$ cat src/shared/asc_pkg.sv
// constants, carrier structs and helper functions of the async serial core
package asc_pkg;

   // ==========================================================
   // widths and depths
   localparam int unsigned ASC_BAUD_W = 16;
   localparam int unsigned ASC_DATA_W = 9;
   localparam int unsigned ASC_FIFO_DEPTH = 8;

   // ==========================================================
   // bit-time counts, 16 sampling ticks per bit
   localparam logic [3:0] ASC_SUB_LAST = 4'hF;
   localparam logic [3:0] ASC_FRAME8 = 4'hA;
   localparam logic [3:0] ASC_FRAME9 = 4'hB;
   localparam logic [3:0] ASC_NDATA8 = 4'h8;
   localparam logic [3:0] ASC_NDATA9 = 4'h9;
   localparam logic [3:0] ASC_MARK_BITS = 4'h1;
   localparam logic [2:0] ASC_HIST_ONES = 3'h7;

   // sample index is the sample number minus one
   localparam logic [3:0] ASC_RT1 = 4'h0;
   localparam logic [3:0] ASC_RT3 = 4'h2;
   localparam logic [3:0] ASC_RT5 = 4'h4;
   localparam logic [3:0] ASC_RT7 = 4'h6;
   localparam logic [3:0] ASC_RT8 = 4'h7;
   localparam logic [3:0] ASC_RT9 = 4'h8;
   localparam logic [3:0] ASC_RT10 = 4'h9;
   localparam logic [3:0] ASC_RT16 = 4'hF;

   // ==========================================================
   // states
   typedef enum logic [2:0] {ASC_TX_IDLE, ASC_TX_PRE, ASC_TX_DATA, ASC_TX_BRK, ASC_TX_MARK} asc_tx_st_t;
   typedef enum logic [1:0] {ASC_RX_HUNT, ASC_RX_START, ASC_RX_DATA, ASC_RX_STOP} asc_rx_st_t;

   // ==========================================================
   // carriers
   typedef struct packed {
      logic serial_unit_enable;
      logic tx_enable;
      logic send_break;
      logic char9_sel;
      logic tx_ninth_bit;
      logic tx_empty_irq_en;
      logic tx_done_irq_en;
      logic rx_full_irq_en;
   } asc_ctrl_t;

   typedef struct packed {
      logic tx_empty_flag;
      logic tx_done_flag;
      logic rx_full_flag;
      logic framing_err_flag;
      logic noise_flag;
      logic overrun_flag;
      logic break_detected_flag;
      logic rx_active_flag;
   } asc_status_t;

   typedef struct packed {
      logic [ASC_BAUD_W-1:0] baud_cnt;
      logic tick;
      asc_tx_st_t tx_st;
      logic [10:0] tx_sh;
      logic [3:0] tx_bits;
      logic [3:0] tx_sub;
      logic te_prev;
      logic need_pre;
      logic qidle;
      logic txd;
      logic txd_oe;
      logic rxs1;
      logic rxs2;
      asc_rx_st_t rx_st;
      logic [2:0] rx_hist;
      logic rx_prev;
      logic [3:0] rx_rt;
      logic [3:0] rx_idx;
      logic [2:0] rx_vs;
      logic [2:0] rx_ms;
      logic [8:0] rx_sh;
      logic rx_noise;
      logic rx_last_one;
      logic [7:0] rx_data;
      logic rx_ninth;
      asc_status_t status;
      logic tx_irq;
      logic rx_irq;
   } asc_state_t;

   localparam asc_state_t ASC_STATE_RST = '{tx_st: ASC_TX_IDLE, rx_st: ASC_RX_HUNT, need_pre: 1'h1, txd: 1'h1,
                                            rxs1: 1'h1, rxs2: 1'h1, rx_prev: 1'h1, default: '0};

   // ==========================================================
   // three-sample vote helpers
   function automatic logic asc_maj3(input logic [2:0] s);
      asc_maj3 = (s[2] & s[1]) | (s[2] & s[0]) | (s[1] & s[0]);
   endfunction

   function automatic logic asc_disagree3(input logic [2:0] s);
      asc_disagree3 = (s != 3'h0) && (s != 3'h7);
   endfunction

endpackage

$ cat src/hw/asc_fifo.sv
// parameterised first-in first-out buffer with valid and ready on both sides
`timescale 1ns/1ps
module asc_fifo
#(
   parameter int unsigned WIDTH = 9,
   parameter int unsigned DEPTH = 8
)
(
   input logic mclk_i,
   input logic resetn_i,
   input logic [WIDTH-1:0] in_data_i,
   input logic in_valid_i,
   output logic in_ready_o,
   output logic [WIDTH-1:0] out_data_o,
   output logic out_valid_o,
   input logic out_ready_i
);
   localparam int unsigned AW = (DEPTH > 1) ? $clog2(DEPTH) : 1;
   localparam int unsigned CW = AW + 1;

   typedef struct packed {
      logic [AW-1:0] wr;
      logic [AW-1:0] rd;
      logic [CW-1:0] cnt;
      logic in_ready;
      logic out_valid;
   } asc_fifo_state_t;

   logic [WIDTH-1:0] mem [DEPTH];
   asc_fifo_state_t s_q, s_d;
   logic push, pull;

   always_comb
   begin
      s_d = s_q;
      push = in_valid_i && s_q.in_ready;
      pull = out_ready_i && s_q.out_valid;
      if (push)
         s_d.wr = (s_q.wr == AW'(DEPTH - 1)) ? '0 : s_q.wr + 1'h1;
      if (pull)
         s_d.rd = (s_q.rd == AW'(DEPTH - 1)) ? '0 : s_q.rd + 1'h1;
      s_d.cnt = s_q.cnt + CW'(push) - CW'(pull);
      // registered flags keep the full/empty view free of combinational paths
      s_d.in_ready = (s_d.cnt != CW'(DEPTH));
      s_d.out_valid = (s_d.cnt != '0);
   end

   always_ff @(posedge mclk_i or negedge resetn_i)
   begin
      if (!resetn_i)
         s_q <= '{in_ready: 1'h1, default: '0};
      else
         s_q <= s_d;
   end

   always_ff @(posedge mclk_i)
   begin
      if (push)
         mem[s_q.wr] <= in_data_i;
   end

   assign in_ready_o = s_q.in_ready;
   assign out_valid_o = s_q.out_valid;
   assign out_data_o = mem[s_q.rd];

endmodule // asc_fifo

$ cat src/hw/asc_core.sv
// full-duplex asynchronous serial transmitter and receiver core
`timescale 1ns/1ps

module asc_core
(
   input logic mclk_i,
   input logic resetn_i,
   input asc_pkg::asc_ctrl_t ctrl_i,
   input logic [asc_pkg::ASC_BAUD_W-1:0] baud_div_i,
   input logic [7:0] tx_data_i,
   input logic tx_valid_i,
   output logic tx_ready_o,
   input logic rx_read_i,
   input logic rxd_i,
   output logic txd_o,
   output logic txd_oe_o,
   output asc_pkg::asc_status_t status_o,
   output logic [7:0] rx_data_o,
   output logic rx_ninth_bit_o,
   output logic tx_irq_o,
   output logic rx_irq_o
);
   import asc_pkg::*;

   // ==========================================================
   // declarations
   asc_state_t s_q, s_d;
   logic [ASC_DATA_W-1:0] fifo_data;
   logic fifo_valid, pop, bit_end, load, rx_done, rx_brk, start_fail, resync, smp, fe;
   logic [3:0] flen, nbits, rt_n;
   logic [2:0] v3, m3;

   // ==========================================================
   // transmit buffer; the shifter pulls only when it loads a data frame
   asc_fifo
   #(
      .WIDTH(ASC_DATA_W),
      .DEPTH(ASC_FIFO_DEPTH)
   )
   u_tx_fifo
   (
      .mclk_i(mclk_i),
      .resetn_i(resetn_i),
      .in_data_i({ctrl_i.tx_ninth_bit, tx_data_i}),
      .in_valid_i(tx_valid_i),
      .in_ready_o(tx_ready_o),
      .out_data_o(fifo_data),
      .out_valid_o(fifo_valid),
      .out_ready_i(pop)
   );

   // ==========================================================
   // next state
   always_comb
   begin
      s_d = s_q;
      pop = 1'h0;
      rx_done = 1'h0;
      rx_brk = 1'h0;
      start_fail = 1'h0;
      fe = 1'h0;
      smp = s_q.rxs2;
      rt_n = s_q.rx_rt + 4'h1;
      v3 = {s_q.rx_vs[2:1], smp};
      m3 = {s_q.rx_ms[2:1], smp};
      flen = ctrl_i.char9_sel ? ASC_FRAME9 : ASC_FRAME8;
      nbits = ctrl_i.char9_sel ? ASC_NDATA9 : ASC_NDATA8;
      bit_end = s_q.tick && (s_q.tx_sub == ASC_SUB_LAST);
      load = (s_q.tx_bits == 4'h0) || (bit_end && (s_q.tx_bits == 4'h1));
      resync = 1'h0;

      // sampling tick at 16x baud
      s_d.tick = (s_q.baud_cnt == baud_div_i);
      s_d.baud_cnt = s_d.tick ? '0 : s_q.baud_cnt + 16'h0001;

      // only the second stage is read by logic
      s_d.rxs1 = rxd_i;
      s_d.rxs2 = s_q.rxs1;

      // software write takes the buffer; a same-cycle hand-over still sets the flag
      if (tx_valid_i && tx_ready_o)
         s_d.status.tx_empty_flag = 1'h0;
      if (rx_read_i)
      begin
         s_d.status.rx_full_flag = 1'h0;
         s_d.status.framing_err_flag = 1'h0;
         s_d.status.noise_flag = 1'h0;
         s_d.status.overrun_flag = 1'h0;
         s_d.status.break_detected_flag = 1'h0;
      end

      if (ctrl_i.serial_unit_enable)
      begin
         // ---------------- transmitter ----------------
         if (s_q.tick)
            s_d.tx_sub = s_q.tx_sub + 4'h1;
         if (bit_end && (s_q.tx_bits != 4'h0))
         begin
            s_d.tx_sh = {1'h1, s_q.tx_sh[10:1]};
            s_d.tx_bits = s_q.tx_bits - 4'h1;
         end
         // enable back on while a character still shifts: it was dropped during it
         if (ctrl_i.tx_enable && !s_q.te_prev && (s_q.tx_bits != 4'h0))
            s_d.qidle = 1'h1;
         s_d.te_prev = ctrl_i.tx_enable;
         if (load)
         begin
            if (s_q.tx_bits == 4'h0)
               s_d.tx_sub = 4'h0;
            if (!ctrl_i.tx_enable)
            begin
               s_d.tx_st = ASC_TX_IDLE;
               s_d.tx_bits = 4'h0;
               s_d.need_pre = 1'h1;
               s_d.qidle = 1'h0;
            end
            else if (s_q.need_pre || s_d.qidle)
            begin
               s_d.tx_st = ASC_TX_PRE;
               s_d.tx_sh = '1;
               s_d.tx_bits = flen;
               s_d.need_pre = 1'h0;
               s_d.qidle = 1'h0;
            end
            else if (ctrl_i.send_break)
            begin
               s_d.tx_st = ASC_TX_BRK;
               s_d.tx_sh = '0;
               s_d.tx_bits = flen;
            end
            else if (s_q.tx_st == ASC_TX_BRK)
            begin
               s_d.tx_st = ASC_TX_MARK;
               s_d.tx_sh = '1;
               s_d.tx_bits = ASC_MARK_BITS;
            end
            else if (fifo_valid)
            begin
               s_d.tx_st = ASC_TX_DATA;
               s_d.tx_sh = ctrl_i.char9_sel ? {1'h1, fifo_data, 1'h0} : {2'h3, fifo_data[7:0], 1'h0};
               s_d.tx_bits = flen;
               pop = 1'h1;
               s_d.status.tx_empty_flag = 1'h1;
            end
            else
            begin
               s_d.tx_st = ASC_TX_IDLE;
               s_d.tx_bits = 4'h0;
            end
         end

         // ---------------- receiver ----------------
         if (s_q.tick)
         begin
            s_d.rx_prev = smp;
            if (s_q.rx_st == ASC_RX_HUNT)
            begin
               s_d.rx_hist = {s_q.rx_hist[1:0], smp};
               if (!smp && (s_q.rx_hist == ASC_HIST_ONES))
               begin
                  s_d.rx_st = ASC_RX_START;
                  s_d.rx_rt = ASC_RT1;
                  s_d.rx_noise = 1'h0;
                  s_d.rx_sh = '0;
                  s_d.rx_idx = 4'h0;
                  s_d.rx_last_one = 1'h0;
               end
            end
            else
            begin
               s_d.rx_rt = rt_n;
               case (rt_n)
                  ASC_RT3: s_d.rx_vs[2] = smp;
                  ASC_RT5: s_d.rx_vs[1] = smp;
                  ASC_RT8: s_d.rx_ms[2] = smp;
                  ASC_RT9: s_d.rx_ms[1] = smp;
                  default: ;
               endcase
               if ((s_q.rx_st == ASC_RX_START) && (rt_n == ASC_RT7))
               begin
                  if (asc_maj3(v3))
                  begin
                     start_fail = 1'h1;
                     s_d.rx_st = ASC_RX_HUNT;
                     s_d.rx_hist = 3'h0;
                  end
                  else if (asc_disagree3(v3))
                     s_d.rx_noise = 1'h1;
               end
               if (rt_n == ASC_RT10)
               begin
                  case (s_q.rx_st)
                     ASC_RX_START:
                     begin
                        if (m3 != 3'h0)
                           s_d.rx_noise = 1'h1;
                     end
                     ASC_RX_DATA:
                     begin
                        s_d.rx_sh[s_q.rx_idx] = asc_maj3(m3);
                        s_d.rx_last_one = asc_maj3(m3);
                        if (asc_disagree3(m3))
                           s_d.rx_noise = 1'h1;
                     end
                     ASC_RX_STOP:
                     begin
                        fe = !asc_maj3(m3);
                        rx_brk = fe && (ctrl_i.char9_sel ? (s_q.rx_sh == 9'h000) : (s_q.rx_sh[7:0] == 8'h00));
                        rx_done = 1'h1;
                        s_d.rx_st = ASC_RX_HUNT;
                        s_d.rx_hist = 3'h0;
                        if (!s_q.status.rx_full_flag || rx_read_i)
                        begin
                           s_d.rx_data = rx_brk ? 8'h00 : s_q.rx_sh[7:0];
                           s_d.rx_ninth = rx_brk ? 1'h0 : (ctrl_i.char9_sel ? s_q.rx_sh[8] : s_q.rx_sh[7]);
                           s_d.status.rx_full_flag = 1'h1;
                        end
                        else
                           s_d.status.overrun_flag = 1'h1;
                        if (fe)
                           s_d.status.framing_err_flag = 1'h1;
                        if (s_q.rx_noise || asc_disagree3(m3))
                           s_d.status.noise_flag = 1'h1;
                        if (rx_brk)
                           s_d.status.break_detected_flag = 1'h1;
                     end
                     default: ;
                  endcase
               end
               // falling edge after a one bit realigns the sample counter
               resync = ((s_q.rx_st == ASC_RX_DATA) || (s_q.rx_st == ASC_RX_STOP)) && s_q.rx_last_one &&
                        s_q.rx_prev && !smp && ((rt_n < ASC_RT8) || (rt_n > ASC_RT10));
               if (resync)
               begin
                  s_d.rx_rt = ASC_RT1;
                  s_d.rx_last_one = 1'h0;
               end
               if ((s_d.rx_st != ASC_RX_HUNT) && ((rt_n == ASC_RT16) || (resync && (rt_n > ASC_RT10))))
               begin
                  case (s_q.rx_st)
                     ASC_RX_START:
                        s_d.rx_st = ASC_RX_DATA;
                     ASC_RX_DATA:
                     begin
                        if (s_q.rx_idx == (nbits - 4'h1))
                           s_d.rx_st = ASC_RX_STOP;
                        else
                           s_d.rx_idx = s_q.rx_idx + 4'h1;
                     end
                     default: ;
                  endcase
               end
            end
         end
      end
      else
      begin
         // disabled: both directions stop and let go of the pins
         s_d.tx_st = ASC_TX_IDLE;
         s_d.tx_bits = 4'h0;
         s_d.need_pre = 1'h1;
         s_d.qidle = 1'h0;
         s_d.te_prev = 1'h0;
         s_d.rx_st = ASC_RX_HUNT;
         s_d.rx_hist = 3'h0;
      end

      s_d.txd = (s_d.tx_bits != 4'h0) ? s_d.tx_sh[0] : 1'h1;
      s_d.txd_oe = ctrl_i.serial_unit_enable;
      // a word taken this cycle shows in the buffer only next cycle, so it counts as pending now
      s_d.status.tx_done_flag = (s_d.tx_bits == 4'h0) && !fifo_valid && !(tx_valid_i && tx_ready_o) &&
                                !s_d.need_pre;
      s_d.status.rx_active_flag = (s_d.rx_st != ASC_RX_HUNT);
      s_d.tx_irq = (s_d.status.tx_empty_flag && ctrl_i.tx_empty_irq_en) ||
                   (s_d.status.tx_done_flag && ctrl_i.tx_done_irq_en);
      s_d.rx_irq = s_d.status.rx_full_flag && ctrl_i.rx_full_irq_en;
   end

   // ==========================================================
   // state register
   always_ff @(posedge mclk_i or negedge resetn_i)
   begin
      if (!resetn_i)
         s_q <= ASC_STATE_RST;
      else
         s_q <= s_d;
   end

   assign txd_o = s_q.txd;
   assign txd_oe_o = s_q.txd_oe;
   assign status_o = s_q.status;
   assign rx_data_o = s_q.rx_data;
   assign rx_ninth_bit_o = s_q.rx_ninth;
   assign tx_irq_o = s_q.tx_irq;
   assign rx_irq_o = s_q.rx_irq;
endmodule // asc_core

$ cat config.mk
export PLATFORM = sky130hd
export DESIGN_NAME = asc_core
export DESIGN_NICKNAME = d
export VERILOG_FILES = /design/src/shared/asc_pkg.sv /design/src/hw/asc_fifo.sv /design/src/hw/asc_core.sv
export SDC_FILE = /design/constraint.sdc
export NUM_CORES = 1
export LEC_CHECK = 0
export BUFFER_PORTS_ARGS = -buffer_cell sky130_fd_sc_hd__clkbuf_2
export CAP_MARGIN = 20
export CORE_ASPECT_RATIO = 0.9
export CORE_MARGIN = 5
export CORE_UTILIZATION = 50
export CTS_BUF_LIST = sky130_fd_sc_hd__clkbuf_4
export CTS_CLUSTER_DIAMETER = 200
export DETAILED_ROUTE_END_ITERATION = 7
export GPL_ROUTABILITY_DRIVEN = 0
export HOLD_SLACK_MARGIN = 0.15
export PLACE_DENSITY = 0.71
export SLEW_MARGIN = 0
export SYNTH_ARGS = -nofsm -noshare
export SYNTH_HDL_FRONTEND = slang
export SYNTH_HIERARCHICAL = 1
export SYNTH_SLANG_ARGS = --single-unit
$ cat constraint.sdc
create_clock -name mclk_i -period 10.17 [get_ports mclk_i]
set_input_delay 2.034 -clock mclk_i [delete_from_list [all_inputs] [get_ports mclk_i]]
set_output_delay 2.034 -clock mclk_i [all_outputs]
set_load 0.05 [all_outputs]
==> results.yml <==
status:
  status: "completed"
critical_path:
  crit_type: "primary input to flip-flop"
  reg2reg_from: "s_q[61]$_DFF_PN0_"
  start_kind: "primary input"
  slowest_stage: "fa_1"
  crit_fanout: 5
  critical_path_required_ns: 10.65
  r2r_cells: 17
  critPathCaptureType: "flip-flop"
  crit_chain: "clkbuf_2 > and2b_1 > a21o_2 > nor2_1 > nand2_1 > nor3b_1 > nand2_1 > inv_1 > ha_1 > inv_1 > ha_1 > inv_1 > fa_1 > inv_1 > nor3_1 > a21bo_2"
  worstPathArrival_ns: 4.98
  cpMostUsedCell: "inv_1"
  reg2reg_to: "u_tx_fifo/out_valid_o$_DFF_PN0_"
  r2r_slack_ns: 5.83
  critPathBufInv: 5
  cp_top_family: "simple AND/OR/NAND/NOR gates"
  startpoint: "ctrl_i[6]"
  crit_path_max_incr_delay_ns: 0.49
clock_network:
  cts_buffer_depth: 2
  cts_tree: "done"
  cts-htree-levels: 4
  numClockSinks: 178
  clk_latency_ns: 0.58
  holdBufCountCts: 0
  post_cts_buffers: 0
  cts_root_buf: "clkbuf_4"
  clkTransAtPathRegs_ns: 0.16
  cts_buffers: 17
  post_cts_resized: 0
sta:
  period_minus_slack_ns: 4.51
  max_freq_ghz: 0.222
  tightest_slew_ns: 1.00
  clock_skew_ns: 0.0238
  maxSlewHeadroom: 0.329
  worst_slack_ns: 5.66
  finalSetupTns_ns: 0
  rsz0062_at_grt: "false"
  period_share: 0.443
  slew_viol_final: 0
  hold_viol: 0
  setup_viol_count_final: 0
cells_and_area:
  drive_above_1_share: 0.194
  ff_latch_area_mm2: 0.00482
  fin_nets: 830
  fillers: 1452
  multi_input_area_mm2: 0.00362
  syn2layout_area_growth_pct: 8.46
synth:
  synth_ff_type: "dfrtp_1"
  ys_seq_area_frac: 0.550
  ys_types: 80
  yosys.area_share.xor_xnor: 0.0369
  ys_async_sr_fraction: 0.596
  muxShareOfSynthArea: 0.0983
  synth_nets: 787
  synth.cell_area_mm2: 0.00877
  synth-seq-cells: 178
  synth_top_area_frac: 0.285
  synth_edf_count: 72
  synth_top_cell_by_area: "dfrtp_1"
  synthTopCellsByCount: "100 x dfrtp_1, 72 x edfxtp_1, 66 x nand2_1, 52 x nor2_1, 36 x o21ai_0"
  synthTopCellsByArea: "dfrtp_1 29%, edfxtp_1 25%, mux4_1 5.1%"
  ys_warn_count: 6
  synth-simple-area-share: 0.130
  synth-compound-area-share: 0.104
  synthMostInstantiatedCell: "dfrtp_1"
  synth_top_family_by_area: "simple AND/OR/NAND/NOR gates"
  syn_avg_cell_area_um2: 12.1
  syn_inst: 722
  synthAdderAreaFrac: 0.0419
power:
  p_int_mw: 1.18
  p_switching_mw: 0.582
  p_clk_frac: 0.242
  peakVddDrop_mv: 0.134
  combPwrFrac: 0.232
  leakage_nw: 3.94
  swShare: 0.330
  power_density_mw_per_mm2: 185
  seq_power_share: 0.526
run:
  cap_violations: 0
die:
  core_mm2: 0.0174
  die_w_um: 150
  initial_core_util: 0.503
  io_pins: 59
  chipHeight_um: 136
  dieArea_mm2: 0.0203
  rows: 46
hold_path:
  holdPathStages: 0
  hold_class: "flip-flop to flip-flop"
  hold_path_end: "smp$_DFF_PN1_"
  min_from: "s_d[50]$_DFF_PN1_"
grt:
  grt_pass1_vias: 5830
  track_usage: 0.178
  grt_pass1_wl_um: 28600
  grt-ovfl-total: 0
  antenna_found_initial: 1
  grt_max_degree: 55
placed_design:
  pre_cts_slack_ns: 5.06
  io_buffers: 58
  dp_hpwl_um: 11900
routing:
  drcViolationCount: 0
  detail-route-antenna-nets: 0
  wl_per_cell_um: 16.8
  num_vias: 5738
  routed_wl_um: 17100
  routed_via_density: 5.63
  drtIter0Drc: 465
  dr.pass1.iters: 6
==> per-stage QoR <==
stage          cells  power, mW  cell area [um2]   util  hold slack, ns
3_3_place_gp     985       1.31             9160  0.525           0.348
6_report        1019       1.76             9510  0.546           0.368
3_5_place_dp     985       1.34             9160  0.525           0.350
4_1_cts         1017       1.77             9480  0.544           0.370
2_1_floorplan    722       1.23             8770      -           0.345
5_1_grt         1019       1.86             9510  0.546           0.373
==> routing by layer <==
| metal | part of all wire | vias to the layer above | global-route usage |
|---|---|---|---|
| met3 | 0.050 | 16 | 0.0462 |
| li1 | - | 2729 | - |
| met4 | 0.011 | 0 | 0.0437 |
| met1 | 0.43 | 2852 | 0.228 |
| met2 | 0.51 | 141 | 0.303 |
| met5 | 0 | - | 0 |
==> area by class of cell <==
| type | instances | share of cell area |
|---|---|---|
| diodes | 1 | 0.000263 |
| clock buffers | 17 | 0.0134 |
| clock inverters | 15 | 0.0212 |
| inverters | 27 | 0.0107 |
| multi-input cells | 480 | 0.381 |
| flip-flops and latches | 178 | 0.507 |
| well taps | 240 | 0.0316 |
| repair buffers | 61 | 0.0352 |
==> how the worst max path moves through the flow <==
stage	to	slack [ns]	cells after the start
after floorplan	u_tx_fifo/out_valid_o$_DFF_PN0_	5.59	15
after global placement	u_tx_fifo/out_valid_o$_DFF_PN0_	5.21	16
after global routing	u_tx_fifo/out_valid_o$_DFF_PN0_	5.42	16
after CTS	u_tx_fifo/out_valid_o$_DFF_PN0_	5.70	16
after detailed placement	u_tx_fifo/out_valid_o$_DFF_PN0_	5.06	16
final	u_tx_fifo/out_valid_o$_DFF_PN0_	5.66	16
==> flip-flops by register name, summed over array words and instances (netlist names) <==
register / cells
u_tx_fifo/s_q: 10
u_tx_fifo/in_ready_o: 1
txd_o: 1
status_o: 8
tx_irq_o: 1
s_d: 1
s_q: 69
u_tx_fifo/out_valid_o: 1
rx_ninth_bit_o: 1
rx_irq_o: 1
m3: 2
u_tx_fifo/mem: 72
txd_oe_o: 1
smp: 1
rx_data_o: 8
==> worst register-to-register path, delay by kind of cell, from the launching register on <==
kind                     cells  cell delay, ns
AND/OR/NAND/NOR              6            1.91
adder cells (fa/ha/maj)      4            1.04
AO/OA/AOI/OAI                2            0.44
flip-flops                   1            0.47
buffers and inverters        5            0.38
==> cells by family after synthesis <==
logic type                 after synthesis
DFF                                    178
and+or+nand+nor                        230
AOI/OAI and AO/OA                      130
buffers and inverters                   64
xor gates and xnor gates                37
muxes                                   54
adders and majority gates               29
==> layout by cell type, fill, tap and decap left out, types with 4 or more instances in the layout <==
cell type,count
dfrtp_1,100
edfxtp_1,72
nand2_1,66
clkbuf_2,57
nor2_1,52
o21ai_0,36
nand3_1,28
inv_1,27
a21oi_1,27
ha_1,27
xnor2_1,26
mux2_2,26
clkbuf_4,17
mux4_1,17
nor3_1,12
o22a_1,12
xor2_1,11
nand2b_1,10
mux2i_1,10
nand4_1,9
nor2b_1,9
o22ai_1,7
and3_1,6
dfstp_2,6
nor3b_1,5
inv_8,5
and2_1,4
or3_1,4
nor3_2,4
==> power groups by stage <==
stage | Sequential [mW] | Clock (mW) | Combinational (mW)
after floorplan | 0.918 | 0 | 0.309
after global placement | 0.943 | 0 | 0.365
after detailed placement | 0.953 | 0 | 0.388
after CTS | 0.937 | 0.440 | 0.391
after global routing | 0.940 | 0.474 | 0.450
final | 0.927 | 0.427 | 0.408
Power figures use the tool's default switching activity.
